[config.mk]
export PLATFORM = sky130hd
export DESIGN_NAME = pls_synth_core
export DESIGN_NICKNAME = d
export VERILOG_FILES = /design/src/pls_pfd.v /design/src/pls_synth_core.v
export VERILOG_INCLUDE_DIRS = /design/src /design/src/include
export SDC_FILE = /design/constraint.sdc
export NUM_CORES = 1
export LEC_CHECK = 0
export BUFFER_PORTS_ARGS = -buffer_cell sky130_fd_sc_hd__buf_2
export CORE_MARGIN = 1.5
export CORE_UTILIZATION = 45
export CTS_BUF_LIST = sky130_fd_sc_hd__clkbuf_2
export DETAILED_ROUTE_END_ITERATION = 16
export GPL_ROUTABILITY_DRIVEN = 0
export GPL_TIMING_DRIVEN = 0
export PLACE_DENSITY = 0.67
export SETUP_SLACK_MARGIN = 0.1
export SYNTH_ARGS = -nofsm -noshare
export SYNTH_HDL_FRONTEND = slang
export SYNTH_SLANG_ARGS = --single-unit
[constraint.sdc]
create_clock -name I_MCLK -period 1.52 [get_ports I_MCLK]
set_clock_uncertainty 0.2 [all_clocks]
set_input_delay 0.076 -clock I_MCLK [delete_from_list [all_inputs] [get_ports I_MCLK]]
set_output_delay 0.076 -clock I_MCLK [all_outputs]
set_load 0.01 [all_outputs]
[src/include/pls_map.vh]
// Purpose: constants for the synthesiser core
// Assumes: 10 MHz system clock
// Notes: times in ns, counts derived in cycles
`ifndef PLS_MAP_VH
`define PLS_MAP_VH
`define PLS_CLK_NS 100
`define PLS_REF_DIV 4
`define PLS_MOD_HI 16
`define PLS_MOD_LO 15
`define PLS_ZERO_PULSE_NS 30
// longest time rounds down, but never below one cycle
`define PLS_ZERO_PULSE_CYC ((`PLS_ZERO_PULSE_NS / `PLS_CLK_NS) < 1 ? 1 : \
    (`PLS_ZERO_PULSE_NS / `PLS_CLK_NS))
`define PLS_OSC_RST 2'h0
`define PLS_CNT_RST 4'h0
`endif

[src/pls_pfd.v]
// Purpose: phase/frequency comparator on falling edges
// Assumes: inputs already synchronised to i_clk
// Notes: outputs registered
`timescale 1ns/1ps
module pls_pfd (
    input wire i_clk,
    input wire i_rst_n,
    input wire i_ref,
    input wire i_fb,
    output reg o_pump_dn_n,
    output reg o_pump_up
);
    reg ref_d_r;
    reg fb_d_r;
    reg lead_r;
    reg lag_r;
    wire ref_fall;
    wire fb_fall;
    reg lead_nxt;
    reg lag_nxt;

    assign ref_fall = ref_d_r & ~i_ref;
    assign fb_fall = fb_d_r & ~i_fb;

    // ------------------------------------------------------------
    // lead/lag state
    // ------------------------------------------------------------
    // coincident edges leave both idle, so no residual pulse at zero phase
    always @* begin
        lead_nxt = lead_r;
        lag_nxt = lag_r;
        if (ref_fall && fb_fall) begin
            lead_nxt = 1'b0;
            lag_nxt = 1'b0;
        end else if (ref_fall) begin
            if (lag_r) begin
                lag_nxt = 1'b0;
            end else begin
                lead_nxt = 1'b1;
            end
        end else if (fb_fall) begin
            if (lead_r) begin
                lead_nxt = 1'b0;
            end else begin
                lag_nxt = 1'b1;
            end
        end
    end

    always @(posedge i_clk or negedge i_rst_n) begin
        if (!i_rst_n) begin
            ref_d_r <= 1'b1;
            fb_d_r <= 1'b1;
            lead_r <= 1'b0;
            lag_r <= 1'b0;
            o_pump_dn_n <= 1'b1;
            o_pump_up <= 1'b0;
        end else begin
            ref_d_r <= i_ref;
            fb_d_r <= i_fb;
            lead_r <= lead_nxt;
            lag_r <= lag_nxt;
            // pulse width tracks edge spacing
            o_pump_dn_n <= ~lead_nxt;
            o_pump_up <= lag_nxt;
        end
    end
endmodule

[src/pls_synth_core.v]
// Purpose: synthesiser core: reference divider, comparator, 16/15 prescaler
// Assumes: all pins sampled on I_MCLK; pin rates well below 5 MHz
// Notes: analog oscillator, pump and filter are outside
//        pump outputs are registered inside the comparator module
`timescale 1ns/1ps
`include "pls_map.vh"
module pls_synth_core #(
    parameter CNT_W = 4
) (
    input wire I_MCLK,
    input wire I_RSTN,
    input wire i_OSC,
    input wire i_CMP_REF,
    input wire i_CMP_FB,
    input wire i_PRE_CLK,
    input wire i_MOD_HI,
    output reg o_REF_DIV4,
    output wire o_PUMP_DN_N,
    output wire o_PUMP_UP,
    output reg o_PRE_OUT
);

    // ------------------------------------------------------------
    // constants and helpers
    // ------------------------------------------------------------
    // wrap points of the prescaler counter, which runs from zero up to
    // and including the wrap point
    localparam integer TOP16_I = `PLS_MOD_HI - 1;
    localparam integer TOP15_I = `PLS_MOD_LO - 1;
    localparam [CNT_W-1:0] TOP16 = TOP16_I[CNT_W-1:0];
    localparam [CNT_W-1:0] TOP15 = TOP15_I[CNT_W-1:0];

    // one gate, but kept as a function so every edge in the block is found
    // the same way
    function rise_of;
        input now_v;
        input prev_v;
        begin
            rise_of = now_v & ~prev_v;
        end
    endfunction

    // wrap point for the next cycle, picked by the modulus control level;
    // high selects the longer cycle
    function [CNT_W-1:0] top_of;
        input mod_hi_v;
        begin
            if (mod_hi_v) begin
                top_of = TOP16;
            end else begin
                top_of = TOP15;
            end
        end
    endfunction

    // ------------------------------------------------------------
    // pin synchronisers
    // ------------------------------------------------------------
    reg [1:0] osc_s_r;
    reg [1:0] ref_s_r;
    reg [1:0] fb_s_r;
    reg [1:0] pck_s_r;
    reg [1:0] mod_s_r;
    // every pin crosses into I_MCLK through two flops; a pin that moves
    // faster than about half of I_MCLK is lost, which bounds all pin rates
    // comparator pins reset high, their idle level, so that release of
    // reset cannot look like a falling edge and start a pump pulse
    always @(posedge I_MCLK or negedge I_RSTN) begin
        if (!I_RSTN) begin
            osc_s_r <= 2'h0;
            ref_s_r <= 2'h3;
            fb_s_r <= 2'h3;
            pck_s_r <= 2'h0;
            mod_s_r <= 2'h3;
        end else begin
            osc_s_r <= {osc_s_r[0], i_OSC};
            ref_s_r <= {ref_s_r[0], i_CMP_REF};
            fb_s_r <= {fb_s_r[0], i_CMP_FB};
            pck_s_r <= {pck_s_r[0], i_PRE_CLK};
            mod_s_r <= {mod_s_r[0], i_MOD_HI};
        end
    end

    // ------------------------------------------------------------
    // reference divide by four
    // ------------------------------------------------------------
    // the oscillator edge is found after the synchroniser, so it costs one
    // extra flop of delay but never sees a half-settled level
    reg osc_d_r;
    reg [1:0] osc_cnt_r;
    reg [1:0] osc_cnt_nxt;
    reg ref_div_nxt;

    wire osc_rise;

    assign osc_rise = rise_of(osc_s_r[1], osc_d_r);

    // top bit of an edge counter is the quarter-rate square wave, so no
    // separate toggle flop has to be kept in step with the count
    always @* begin
        osc_cnt_nxt = osc_cnt_r;
        if (osc_rise) begin
            osc_cnt_nxt = osc_cnt_r + 2'h1;
        end
        ref_div_nxt = osc_cnt_nxt[1];
    end

    always @(posedge I_MCLK or negedge I_RSTN) begin
        if (!I_RSTN) begin
            osc_d_r <= 1'b0;
            osc_cnt_r <= `PLS_OSC_RST;
            o_REF_DIV4 <= 1'b0;
        end else begin
            osc_d_r <= osc_s_r[1];
            osc_cnt_r <= osc_cnt_nxt;
            o_REF_DIV4 <= ref_div_nxt;
        end
    end

    // ------------------------------------------------------------
    // comparator
    // ------------------------------------------------------------
    // edges reach the comparator two clocks after the pin moves, the same
    // delay on both inputs, so the pulse width keeps the true edge spacing
    pls_pfd pls_pfd_inst (
        .i_clk(I_MCLK),
        .i_rst_n(I_RSTN),
        .i_ref(ref_s_r[1]),
        .i_fb(fb_s_r[1]),
        .o_pump_dn_n(o_PUMP_DN_N),
        .o_pump_up(o_PUMP_UP)
    );

    // ------------------------------------------------------------
    // two-modulus prescaler
    // ------------------------------------------------------------
    // modulus is sampled at the end of each cycle so a counter clocked on the
    // output fall has the rest of the output period, from the fall to the wrap, to settle
    // output phase, one-hot: high from wrap to mid-cycle, low for the rest
    localparam [1:0] ST_HIGH = 2'b01;
    localparam [1:0] ST_LOW = 2'b10;

    reg pck_d_r;
    reg [CNT_W-1:0] pre_cnt_r;
    reg [CNT_W-1:0] pre_cnt_nxt;
    reg [CNT_W-1:0] pre_top_r;
    reg [CNT_W-1:0] pre_top_nxt;
    reg [1:0] pre_st_r;
    reg [1:0] pre_st_nxt;
    reg pre_out_nxt;

    wire pck_rise;
    wire pre_wrap;
    wire pre_half;

    assign pck_rise = rise_of(pck_s_r[1], pck_d_r);
    assign pre_wrap = pck_rise && (pre_cnt_r >= pre_top_r);
    // half of the wrap point: the fall comes eight input rises after the
    // wrap in either modulus
    assign pre_half = pck_rise && (pre_cnt_r == {1'b0, pre_top_r[CNT_W-1:1]});

    always @* begin
        pre_cnt_nxt = pre_cnt_r;
        pre_top_nxt = pre_top_r;
        pre_st_nxt = pre_st_r;
        // >= rather than == keeps the counter from running away if it ever
        // holds a value past the wrap point
        if (pre_wrap) begin
            pre_cnt_nxt = `PLS_CNT_RST;
            pre_top_nxt = top_of(mod_s_r[1]);
        end else if (pck_rise) begin
            pre_cnt_nxt = pre_cnt_r + 1'b1;
        end
        // falls mid-cycle; outside counter steps on this edge and has the
        // rest of the cycle before the next wrap samples the control
        case (pre_st_r)
            ST_HIGH: begin
                if (pre_half && !pre_wrap) begin
                    pre_st_nxt = ST_LOW;
                end
            end
            ST_LOW: begin
                if (pre_wrap) begin
                    pre_st_nxt = ST_HIGH;
                end
            end
            default: begin
                pre_st_nxt = ST_HIGH;
            end
        endcase
        pre_out_nxt = pre_st_nxt[0];
    end

    // o_PRE_OUT is loaded from the next-state decode so it leaves a flop
    // directly with no gate after it
    always @(posedge I_MCLK or negedge I_RSTN) begin
        if (!I_RSTN) begin
            pck_d_r <= 1'b0;
            pre_cnt_r <= `PLS_CNT_RST;
            pre_top_r <= TOP16;
            pre_st_r <= ST_HIGH;
            o_PRE_OUT <= 1'b1;
        end else begin
            pck_d_r <= pck_s_r[1];
            pre_cnt_r <= pre_cnt_nxt;
            pre_top_r <= pre_top_nxt;
            pre_st_r <= pre_st_nxt;
            o_PRE_OUT <= pre_out_nxt;
        end
    end
endmodule

Word-level counts from Yosys, hierarchy flattened
Index checks and enable logic that the tools add are counted.
Widths: inputs -> output; s select.
- bits in registers: 29
- output and inout port bits: 4
- word-level logic and storage cells: 59
- add/sub/neg operators: 2
- magnitude comparators: 1
- equal/unequal tests: 6
- mux-type cells: 14
- bitwise gates (word level): 9
- reduce and logical (&&, ||, !) cells: 9
- operator list (operator ; count):
    $mux 1 ; 9
    $mux 4 ; 2
    $not 1->1 ; 5
    $add 4x1->4 const B ; 1
    $and 1x1->1 ; 4
    $eq 4x3->1 ; 1
    $ge 4x4->1 ; 1
    $logic_and 1x1->1 ; 4
    $mux 2 ; 2
    $ne 2x2->1 const B ; 2
    $pmux 2 s2 ; 1
    $reduce_and 2->1 ; 2
    $ne 3x3->1 const B ; 1
    $reduce_bool 3->1 ; 1
    $add 2x1->2 const B ; 1
    $eq 2x1->1 const B ; 1
    $eq 2x2->1 const B ; 1
    $reduce_bool 2->1 ; 1
    $logic_not 1->1 ; 1

Longest topological paths before layout
Gate-level depths: netlist (run 1).
- depth after elaboration: 7
- depth in mapped cells: 5
- gate-level depth less buffers: 5

Cells and area by module
From an unflattened synthesis (run 1), not the netlist that was laid out.
- cells, all modules: 65
- area, all modules: 970.9 sq um
- modules (own cells, without submodules) (module ; times used ; cells each ; area each (sq um) ; seq. area each (sq um)):
    pls_synth_core ; 1 ; 53 ; 784.5 ; 535.5
    pls_pfd ; 1 ; 12 ; 186.4 ; 128.9

Worst setup path after synthesis (run 1)
OpenSTA, ideal clock, no wires.
- kind: flip-flop to flip-flop
- start: register pre_cnt_r[0]
- end: register pre_top_r[0]
- setup time: 85 ps
- data arrival time: 1326 ps
- required time: 1235 ps
- slack: -90 ps
- stages on the path, launching flop included: 6
- buffers on the path: 0
- period minus slack after synthesis: 1610 ps
- cells stage by stage: dfrtp_1 > inv_1 > ha_1 > nor2b_1 > nor3_2 > mux2_1
- longest elaborated chain between the ends: 2
- ends and longest elaborated chain (element ; RTL line ; text):
    from (decl) ; pls_synth_core.v:144 ; reg [CNT_W-1:0] pre_cnt_r;
    from (signal assigned) ; pls_synth_core.v:199 ; pre_cnt_r <= `PLS_CNT_RST;
    from (signal assigned) ; pls_synth_core.v:205 ; pre_cnt_r <= pre_cnt_nxt;
    $ge 4x4->1 ; pls_synth_core.v:157 ; assign pre_wrap = pck_rise && (pre_cnt_r >= pre_top_r);
    $logic_and 1x1->1 ; pls_synth_core.v:157 ;
    to (signal assigned) ; pls_synth_core.v:206 ; pre_top_r <= pre_top_nxt;
    to (decl) ; pls_synth_core.v:146 ; reg [CNT_W-1:0] pre_top_r;
No other way between the ends.
A chain may end at the register's enable or synchronous reset.

Worst setup path after layout (run 1)
- start: register pre_top_r[0]
- end: register pre_top_r[0]
- longest elaborated chain between the ends: 2
- ends and longest elaborated chain (element ; RTL line):
    $ge 4x4->1 ; pls_synth_core.v:157
    $logic_and 1x1->1 ; pls_synth_core.v:157
No other way between the ends.

==> summary.txt, run 1 <==
Outcome
  – Status: complete, but fails checks
  – Failing checks: negative setup slack

Place
  – HPWL after DPL: 857 um
  – Port Buffers: 10
  – DP Area: 1040 um2

Critical path
  – Worst r2r path cells: 4
  – Worst endpoint required time: 1.62 ns
  – CP max FO: 3
  – CP Cell Sequence: ha_4 > nor2b_4 > nor3_4 > mux2_4
  – WS Path Type: flip-flop to flip-flop
  – Setup crit start kind: flip-flop
  – CP top delay family: flip-flops
  – Setup slack, reg-to-reg: -0.02 ns
  – Reg-to-reg startpoint: pre_top_r[0]
  – Worst setup EP type: flip-flop
  – Arr. time, crit path: 1.65 ns
  – CP max stage cell: dfstp_2
  – CP Buf/Inv Count: 0
  – Slowest cell delay on critical path: 0.60 ns
  – Reg-to-Reg End: pre_top_r[0]

Global route
  – Total Routing Usage GR: 12.9%
  – Initial antenna violation count: 0
  – Gr ovfl total: 0
  – Number of global-route vias before repair: 548
  – Largest net degree at the start of global routing: 27
  – Global-route wire length before repair: 2.31 mm

Yosys
  – Synth top area share: 40.5%
  – Most frequent cells after synthesis: 15 x dfrtp_1, 11 x dfstp_2, 6 x inv_1
  – Synth async-reset ratio: 100%
  – Sequential area share after synthesis: 71.7%
  – Largest area contributor in the netlist: dfrtp_1
  – Synth area leaders: dfrtp_1 40%, dfstp_2 31%, ha_1 2.7%
  – Ys flop type: dfrtp_1
  – Yosys reg bits: 26
  – Count leader, synth: dfrtp_1
  – EDFF count, synth: 0
  – Ys Warns: 0
  – Post-Synthesis Cells: 66
  – Mapped Nets: 75
  – Count of cell types in the netlist: 22
  – Mean Syn Cell Area: 14.0 um2
  – Post-Syn Area: 927 um2

Clocking
  – CTS Root Cell: clkbuf_2
  – Num CTS Buffers: 3
  – TritonCTS clock tree: done
  – Later-pin clock latency in the skew report: 0.33 ns
  – CTS clock-pin slew for the worst setup and hold paths: 0.23 ns
  – CTS H-tree lvls: 1
  – Maximum root-to-sink buffer count: 2
  – TritonCTS Sinks: 26

Route
  – Drt initial violations: 6
  – Drt via density: 4.85
  – Post-DRT Antenna Nets: 0
  – WL/cell: 11.3 um
  – DR vias: 577
  – First-pass iteration count of the detailed router: 4
  – Post-route DRC: 0
  – Post-Route WL: 1.35 mm

Timing
  – Slack of the critical path: -0.0215 ns
  – Hold_ws: 0.152 ns
  – FMAX: 649 MHz
  – Min cycle time layout: 1.54 ns
  – Slew headroom: 64.3%
  – Setup violators final: 1
  – Final period utilization: 101%
  – Final hold violations: 0
  – Fin. max-slew vios: 0
  – TNS Setup: -0.0215 ns
  – RSZ-0062 raised after global routing: yes
  – Slew @ Worst Pin: 0.535 ns

Power
  – P_leak: 0.524 nW
  – Total Power: 1.76 mW
  – PwrDens: 1450 nW/um2
  – VDD IR-drop max: 0.000822 V

Die
  – DIE AREA: 2340 um2
  – Die H: 48.4 um
  – Initial Util: 47.7%
  – Core area: 1940 um2
  – Die X: 48.4 um
  – Io pins: 11
  – Row count: 16

Hold path
  – Hold Crit Class: input port to flip-flop
  – Min-delay src: i_MOD_HI
  – Worst hold endpoint: mod_s_r[0]
  – WHS Path Cells: 2

Layout
  – NumNets Final: 102
  – Finished Cell Area: 1210 um2
  – Final Util: 62.4%
  – Area grow syn2layout: 30.8%
  – Share of cells above drive strength 1: 41.3%
  – Antenna diode count: 0

Run
  – Max Cap Viol: 0
[repair_timing]
| item | CTS | global route |
|---|---|---|
| resized for setup | 2 | 2 |
| hold buffers | 7 | 0 |
| setup buffers | 3 | 2 |
| endpoints found under the setup margin | 7 | 7 |
| pin swaps | 6 | 3 |
| endpoints found under the hold margin | 31 | 0 |
[per-stage QoR]
stage | std cells | setup WS, ns
floorplan | 66 | 0.0207
global placement | 103 | -0.0248
detailed placement | 103 | -0.0259
CTS | 117 | -0.0389
global route | 119 | -0.0694
finish | 119 | -0.0215
[per-layer routing]
layer | routed length (um) | GRT usage [%]
met1 | 626 | 17.3
met2 | 681 | 20.4
met3 | 31 | 1.85
met4 | 7 | 7.14
met5 | 0 | 0
[flip-flops by register name (all words and copies together), names as in the netlist, 2 cells and up]
name,cells
mod_s_r,2
pck_s_r,2
pre_cnt_r,4
osc_cnt_r,2
pre_st_r,2
ref_s_r,2
fb_s_r,2
osc_s_r,2
[power breakdown]
group,internal [mW],switching (mW)
registers,0.830,0.0816
clock network,0.227,0.197
logic,0.232,0.189
[cells by family after synthesis]
group	synth area share [%]
buffers and inverters	2.43
muxes	1.21
adders and majority gates	2.70
and+or+nand+nor	9.71
AOI/OAI and AO/OA	10.4
DFF	71.7
xor gates and xnor gates	1.89
[layout make-up]
cell class / instances / area [um2]
Clock inverter: 1 / 30.0
Inverter: 6 / 22.5
Multi-Input combinational cell: 34 / 285
Timing Repair Buffer: 22 / 161
Clock buffer: 3 / 15.0
Tap cell: 27 / 33.8
Fill cell: 158 / 729
Sequential cell: 26 / 664
[cell usage in the layout, fill, tap and decap left out, drive strengths merged, types with 2 or more instances in the layout]
cell type and count:
a21oi 3, a31oi 3, buf 15, clkbuf 3, dfrtp 15, dfstp 11
dlygate4sd3 7, ha 2, inv 6, nand2 4, nand2b 2, nand3b 2
nor2b 2, nor3b 2, o21bai 2, o31ai 2, xnor2 2
[worst max-delay path by stage]
stage / endpoint / slack (ns) / cells past startpoint / start
2_1_floorplan: pre_top_r[0] / 0.02 / 4 / pre_top_r[0]
3_3_place_gp: pre_top_r[0] / -0.02 / 5 / pre_cnt_r[0]
3_5_place_dp: pre_top_r[0] / -0.03 / 4 / pre_top_r[0]
4_1_cts: pre_top_r[0] / -0.04 / 4 / pre_top_r[0]
5_1_grt: pre_cnt_r[0] / -0.07 / 5 / pre_top_r[0]
6_report: pre_top_r[0] / -0.02 / 4 / pre_top_r[0]
Note: power is estimated with default switching activity, not from simulation.
==> run 2, diff against run 1 <==
--- a/config.mk
+++ b/config.mk
@@ -7,13 +7,15 @@
 export NUM_CORES = 1
 export LEC_CHECK = 0
 export BUFFER_PORTS_ARGS = -buffer_cell sky130_fd_sc_hd__buf_2
+export CELL_PAD_IN_SITES_DETAIL_PLACEMENT = 1
+export CELL_PAD_IN_SITES_GLOBAL_PLACEMENT = 1
 export CORE_MARGIN = 1.5
-export CORE_UTILIZATION = 45
+export CORE_UTILIZATION = 43
 export CTS_BUF_LIST = sky130_fd_sc_hd__clkbuf_2
 export DETAILED_ROUTE_END_ITERATION = 16
 export GPL_ROUTABILITY_DRIVEN = 0
 export GPL_TIMING_DRIVEN = 0
-export PLACE_DENSITY = 0.67
+export PLACE_DENSITY_LB_ADDON = 0.1
 export SETUP_SLACK_MARGIN = 0.1
 export SYNTH_ARGS = -nofsm -noshare
 export SYNTH_HDL_FRONTEND = slang
==> summary.txt, run 2 (same netlist as run 1, synthesis figures left out) <==
Die
  – Die H: 49.4 um
  – Row count: 16
  – Initial Util: 46.3%
  – Core area: 2000 um2
  – Io pins: 11
  – DIE AREA: 2440 um2
  – Die X: 49.4 um

Critical path
  – CP Cell Sequence: nand3b_1 > or2_1 > o32ai_2
  – CP max stage cell: dfrtp_1
  – Worst setup EP type: flip-flop
  – Worst endpoint required time: 1.59 ns
  – Worst r2r path cells: 3
  – CP top delay family: simple AND/OR/NAND/NOR gates
  – Slowest cell delay on critical path: 0.43 ns
  – Arr. time, crit path: 1.62 ns
  – WP depth: 3
  – CP max FO: 3
  – Setup crit start kind: flip-flop
  – CP Buf/Inv Count: 0
  – WS Path Type: flip-flop to flip-flop

Route
  – Drt via density: 4.88
  – First-pass iteration count of the detailed router: 4
  – Post-route DRC: 0
  – Post-Route WL: 1.76 mm
  – Drt initial violations: 14
  – WL/cell: 14.7 um
  – Uppermost routed layer: met4
  – DR vias: 586
  – M1 WL: 677 um
  – DR WL met3: 52 um
  – Post-DRT Antenna Nets: 0
  – Routed wl met2: 1.02 mm

Timing
  – FMAX: 642 MHz
  – Slew headroom: 63.1%
  – Fin. max-slew vios: 0
  – Slack of the critical path: -0.0368 ns
  – Min cycle time layout: 1.56 ns
  – Slew @ Worst Pin: 0.553 ns
  – RSZ-0062 raised after global routing: yes
  – Final period utilization: 102%
  – Setup violators final: 4
  – Final hold violations: 0

Layout
  – Most frequent cells in the layout: 15 x dfrtp_1, 11 x dfstp_2, 10 x buf_2
  – Finished Cell Area: 1220 um2
  – Antenna diode count: 0
  – Final Util: 60.8%
  – Area grow syn2layout: 31.2%
  – Commonest non-fill, non-tap cell in the layout: dfrtp_1
  – Share of cells above drive strength 1: 41.9%
  – Final std cells w/o fill: 120
  – Max reg flops: 4
  – NumNets Final: 103
  – Top reg by flops: pre_cnt_r

Power
  – P_leak: 0.528 nW
  – Combinational group share of total power: 24.4%
  – Sequential fraction of design power: 51.7%
  – Switching share of power: 27.2%
  – Clock power share: 23.9%
  – Psw: 481 uW
  – Total Power: 1.77 mW
  – Internal: 1.28 mW
  – VDD IR-drop max: 0.000829 V
  – PwrDens: 1450 nW/um2

Clocking
  – CTS Root Cell: clkbuf_2
  – TritonCTS clock tree: done
  – TritonCTS Sinks: 26
  – Later-pin clock latency in the skew report: 0.34 ns
  – Num CTS Buffers: 3
  – Maximum root-to-sink buffer count: 2
  – CTS clock-pin slew for the worst setup and hold paths: 0.23 ns
  – CTS H-tree lvls: 1

Place
  – DP Area: 1040 um2
  – HPWL after DPL: 1.06 mm
  – Port Buffers: 10
  – Placed insts: 103
  – Setup WS pre-CTS: -0.0392 ns

Global route
  – Gr ovfl total: 0
  – Total Routing Usage GR: 16.6%
  – Global-route wire length before repair: 2.88 mm
  – Number of global-route vias before repair: 628
  – Largest net degree at the start of global routing: 27
  – Initial antenna violation count: 0

Outcome
  – Status: complete, but fails checks
  – Failing checks: negative setup slack

Hold path
  – Hold Crit Class: input port to flip-flop
  – WHS Path Cells: 2

Run
  – Max Cap Viol: 0
[run 2: cell types whose count changed in the layout (fill, tap and decap cells not counted)]
cell	before	now
buf_6	1	0
buf_4	4	6
[run 2: area by class of cell]
type                            count  area [um2]
Fill cell                         208         786
Sequential cell                    26         664
Multi-Input combinational cell     34         285
Timing Repair Buffer               23         165
Tap cell                           27        33.8
Clock inverter                      1        30.0
Inverter                            6        22.5
Clock buffer                        3        15.0
[run 2: metal layers]
layer  global-route usage [%]  up-vias
li1                         -      283
met1                     17.7      290
met2                     30.4       11
met3                     3.99        2
met4                     8.33        0
met5                        0        -
[run 2: path summary, 6_finish.rpt]
kind / from / to / slack (ns)
min in group asynchronous: I_RSTN / pre_cnt_r[3] / 0.56
worst min-delay path: i_PRE_CLK / pck_s_r[0] / 0.15
worst min register to register: fb_s_r[0] / fb_s_r[1] / 0.17
max in group asynchronous: I_RSTN / mod_s_r[1] / 0.19
worst max-delay path: pck_d_r / pre_st_r[1] / -0.04
worst max register to register: pck_d_r / pre_st_r[1] / -0.04
[run 2: metrics by stage]
step	hold WS, ns	TNS, ns
after global placement	-0.108	-0.0181
final	0.154	-0.130
after detailed placement	-0.102	-0.0920
after CTS	0.107	-0.0947
after global routing	0.109	-0.385
after floorplan	-0.420	0
[run 2: repair_timing]
item                                    4_1_cts  5_1_grt
buffers inserted                              5        1
hold buffers                                  7        0
hold endpoints to repair                     31        0
endpoints found under the setup margin        7        7
resized for setup                             2        1
pin swaps                                     7        3
[run 2: power groups by stage]
stage	clock network (mW)	logic (mW)	registers, mW
3_5_place_dp	0	0.353	0.933
4_1_cts	0.446	0.410	0.915
6_report	0.422	0.430	0.912
3_3_place_gp	0	0.345	0.924
5_1_grt	0.465	0.478	0.930
2_1_floorplan	0	0.254	0.924
==> run 3, diff against run 2 <==
--- a/config.mk
+++ b/config.mk
@@ -10,13 +10,13 @@
 export CELL_PAD_IN_SITES_DETAIL_PLACEMENT = 1
 export CELL_PAD_IN_SITES_GLOBAL_PLACEMENT = 1
 export CORE_MARGIN = 1.5
-export CORE_UTILIZATION = 43
+export CORE_UTILIZATION = 45
 export CTS_BUF_LIST = sky130_fd_sc_hd__clkbuf_2
 export DETAILED_ROUTE_END_ITERATION = 16
 export GPL_ROUTABILITY_DRIVEN = 0
 export GPL_TIMING_DRIVEN = 0
 export PLACE_DENSITY_LB_ADDON = 0.1
-export SETUP_SLACK_MARGIN = 0.1
 export SYNTH_ARGS = -nofsm -noshare
 export SYNTH_HDL_FRONTEND = slang
+export SYNTH_HIERARCHICAL = 1
 export SYNTH_SLANG_ARGS = --single-unit
==> constraint.sdc (replaced) <==
create_clock -name I_MCLK -period 1.7 [get_ports I_MCLK]
set_clock_uncertainty 0.2 [all_clocks]
set_input_delay 0.085 -clock I_MCLK [delete_from_list [all_inputs] [get_ports I_MCLK]]
set_output_delay 0.085 -clock I_MCLK [all_outputs]
set_load 0.01 [all_outputs]
==> summary.txt, run 3 <==
Outcome
  – Status: complete, but fails checks
  – Failing checks: negative setup slack

Route
  – WL/cell: 13.6 um
  – DR vias: 578
  – First-pass iteration count of the detailed router: 4
  – Post-Route WL: 1.54 mm
  – Post-route DRC: 0
  – Drt via density: 5.12
  – Drt initial violations: 4
  – Post-DRT Antenna Nets: 0

Critical path
  – CP max FO: 4
  – WS Path Type: flip-flop to flip-flop
  – Worst setup EP type: flip-flop
  – Arr. time, crit path: 1.85 ns
  – Slowest cell delay on critical path: 0.60 ns
  – Setup slack, reg-to-reg: -0.06 ns
  – Setup crit start kind: flip-flop
  – Worst endpoint required time: 1.79 ns
  – CP max stage cell: dfstp_2
  – CP Cell Sequence: ha_4 > or2b_4 > nor3b_4 > mux2_4

Yosys
  – Simple-gate share of the synthesized area: 14.2%
  – Synth area leaders: dfrtp_1 39%, dfstp_2 30%, nor3b_2 3.9%
  – Yosys reg bits: 26
  – EDFF count, synth: 0
  – Post-synthesis mux area share: 1.16%
  – Mean Syn Cell Area: 14.9 um2
  – Count of cell types in the netlist: 27
  – Adder-Cell Fraction of Synth Area: 2.58%
  – Largest family of logic cells by synthesized area: simple AND/OR/NAND/NOR gates
  – Synth top area share: 38.7%
  – Post-Synthesis Cells: 65
  – Synth async-reset ratio: 100%
  – Compound-Gate Fraction of Synth Area: 9.54%
  – Post-synthesis xor/xnor area fraction: 1.80%
  – Post-Syn Area: 971 um2
  – Ys Warns: 6
  – Ys flop type: dfrtp_1
  – Largest area contributor in the netlist: dfrtp_1
  – Mapped Nets: 74
  – Most frequent cells after synthesis: 15 x dfrtp_1, 11 x dfstp_2, 5 x inv_1
  – Sequential area share after synthesis: 68.4%
  – Count leader, synth: dfrtp_1

Clocking
  – Num CTS Buffers: 3
  – CTS Root Cell: clkbuf_2
  – TritonCTS Sinks: 26
  – CTS H-tree lvls: 1
  – Maximum root-to-sink buffer count: 2
  – Later-pin clock latency in the skew report: 0.33 ns
  – TritonCTS clock tree: done
  – CTS clock-pin slew for the worst setup and hold paths: 0.22 ns

Timing
  – Final hold violations: 0
  – Final period utilization: 104%
  – Fin. max-slew vios: 0
  – TNS Setup: -0.0853 ns
  – Slew @ Worst Pin: 0.544 ns
  – Setup violators final: 2
  – Hold_ws: 0.0385 ns
  – Slew headroom: 63.7%
  – RSZ-0062 raised after global routing: yes
  – Slack of the critical path: -0.0646 ns
  – FMAX: 567 MHz
  – Min cycle time layout: 1.76 ns

Place
  – Setup WS pre-CTS: -0.135 ns
  – HPWL after DPL: 1.08 mm
  – Port Buffers: 10

Die
  – Row count: 16
  – Die X: 49.5 um
  – Core area: 2000 um2
  – DIE AREA: 2450 um2
  – Initial Util: 48.5%
  – Die H: 49.5 um
  – Io pins: 11

Run
  – Max Cap Viol: 0

Global route
  – Global-route wire length before repair: 2.84 mm
  – Number of global-route vias before repair: 689
  – Gr ovfl total: 0
  – Total Routing Usage GR: 15.3%
  – Initial antenna violation count: 0
  – Largest net degree at the start of global routing: 27

Layout
  – Top reg by flops: pre_cnt_r
  – NumNets Final: 96
  – Commonest non-fill, non-tap cell in the layout: dfrtp_1
  – Most frequent cells in the layout: 15 x dfrtp_1, 11 x dfstp_2, 10 x buf_2
  – Max reg flops: 4
  – Area grow syn2layout: 21.8%
  – Final Util: 59.1%
  – Share of cells above drive strength 1: 47.7%
  – Antenna diode count: 0

Power
  – P_leak: 0.502 nW
  – Total Power: 1.43 mW
  – PwrDens: 1210 nW/um2
  – VDD IR-drop max: 0.000688 V

Hold path
  – Hold Crit Class: input port to async pin
[run 3: cell count changes in the layout (fill, tap and decap cells not counted), sizes merged, moves of 2 or more]
cell    before  now
buf         16   11
a31oi        3    0
a21oi        3    1
nor2b        2    0
nor3b        2    4
o21ai        0    2
o21bai       2    0
o22a         0    2
or2b         0    2
[run 3: layer usage]
layer | wire length (um) | share of wire, % | GRT usage (%) | up-vias
li1 | - | - | - | 269
met1 | 643 | 42 | 16.6 | 298
met2 | 845 | 55 | 29.3 | 9
met3 | 40 | 2.6 | 2.73 | 2
met4 | 12 | 0.78 | 5.56 | 0
met5 | 0 | 0 | 0 | -
[run 3: logic make-up (layout without fill, tap and decap cells)]
family / Yosys count / in the layout
muxes: 1 / 1
adders and majority gates: 2 / 2
AOI/OAI and AO/OA: 12 / 12
xor gates and xnor gates: 2 / 2
buffers and inverters: 6 / 27
DFF: 26 / 26
and+or+nand+nor: 16 / 16
[run 3: repair_timing]
action	in CTS	in global routing
gates resized for setup	3	4
hold buffers	6	0
buffers inserted	1	1
endpoints found under the setup margin	6	6
pin swaps	0	1
endpoints found under the hold margin	31	0
[run 3: area by class of cell]
| type | instances | area (um2) |
|---|---|---|
| clock inverter | 1 | 3.75 |
| clock buffer | 3 | 15.0 |
| inverter | 6 | 22.5 |
| fill | 214 | 820 |
| multi-input combinational | 33 | 325 |
| sequential | 26 | 664 |
| timing repair buffer | 17 | 118 |
| tap | 27 | 33.8 |
[run 3: power breakdown]
| group | internal [mW] | switching (mW) | leakage (nW) |
|---|---|---|---|
| registers | 0.742 | 0.105 | 0.294 |
| logic | 0.209 | 0.156 | 0.194 |
| clock network | 0.0512 | 0.167 | 0.0140 |
[run 3: per-stage QoR]
step           area, um2  cells
3_5_place_dp        1060    102
4_1_cts             1170    113
6_report            1180    113
2_1_floorplan        980     65
3_3_place_gp        1060    102
5_1_grt             1180    113
[run 3: path summary, 6_finish.rpt]
| check | from | cells after the start | endpoint |
|---|---|---|---|
| max reg2reg | pre_top_r[0] | 4 | pre_top_r[0] |
| min | I_RSTN | 2 | pre_cnt_r[0] |
| min in group I_MCLK | i_MOD_HI | 2 | mod_s_r[0] |
| max in group asynchronous | I_RSTN | 2 | pre_top_r[0] |
| max | pre_top_r[0] | 4 | pre_top_r[0] |
| min reg2reg | fb_s_r[0] | 0 | fb_s_r[1] |
[run 3: critical path: cells and delay by family (launching register included)]
| family | cells | cell delay, ns |
|---|---|---|
| DFF | 1 | 0.60 |
| and+or+nand+nor | 2 | 0.43 |
| muxes | 1 | 0.30 |
| adders and majority gates | 1 | 0.20 |
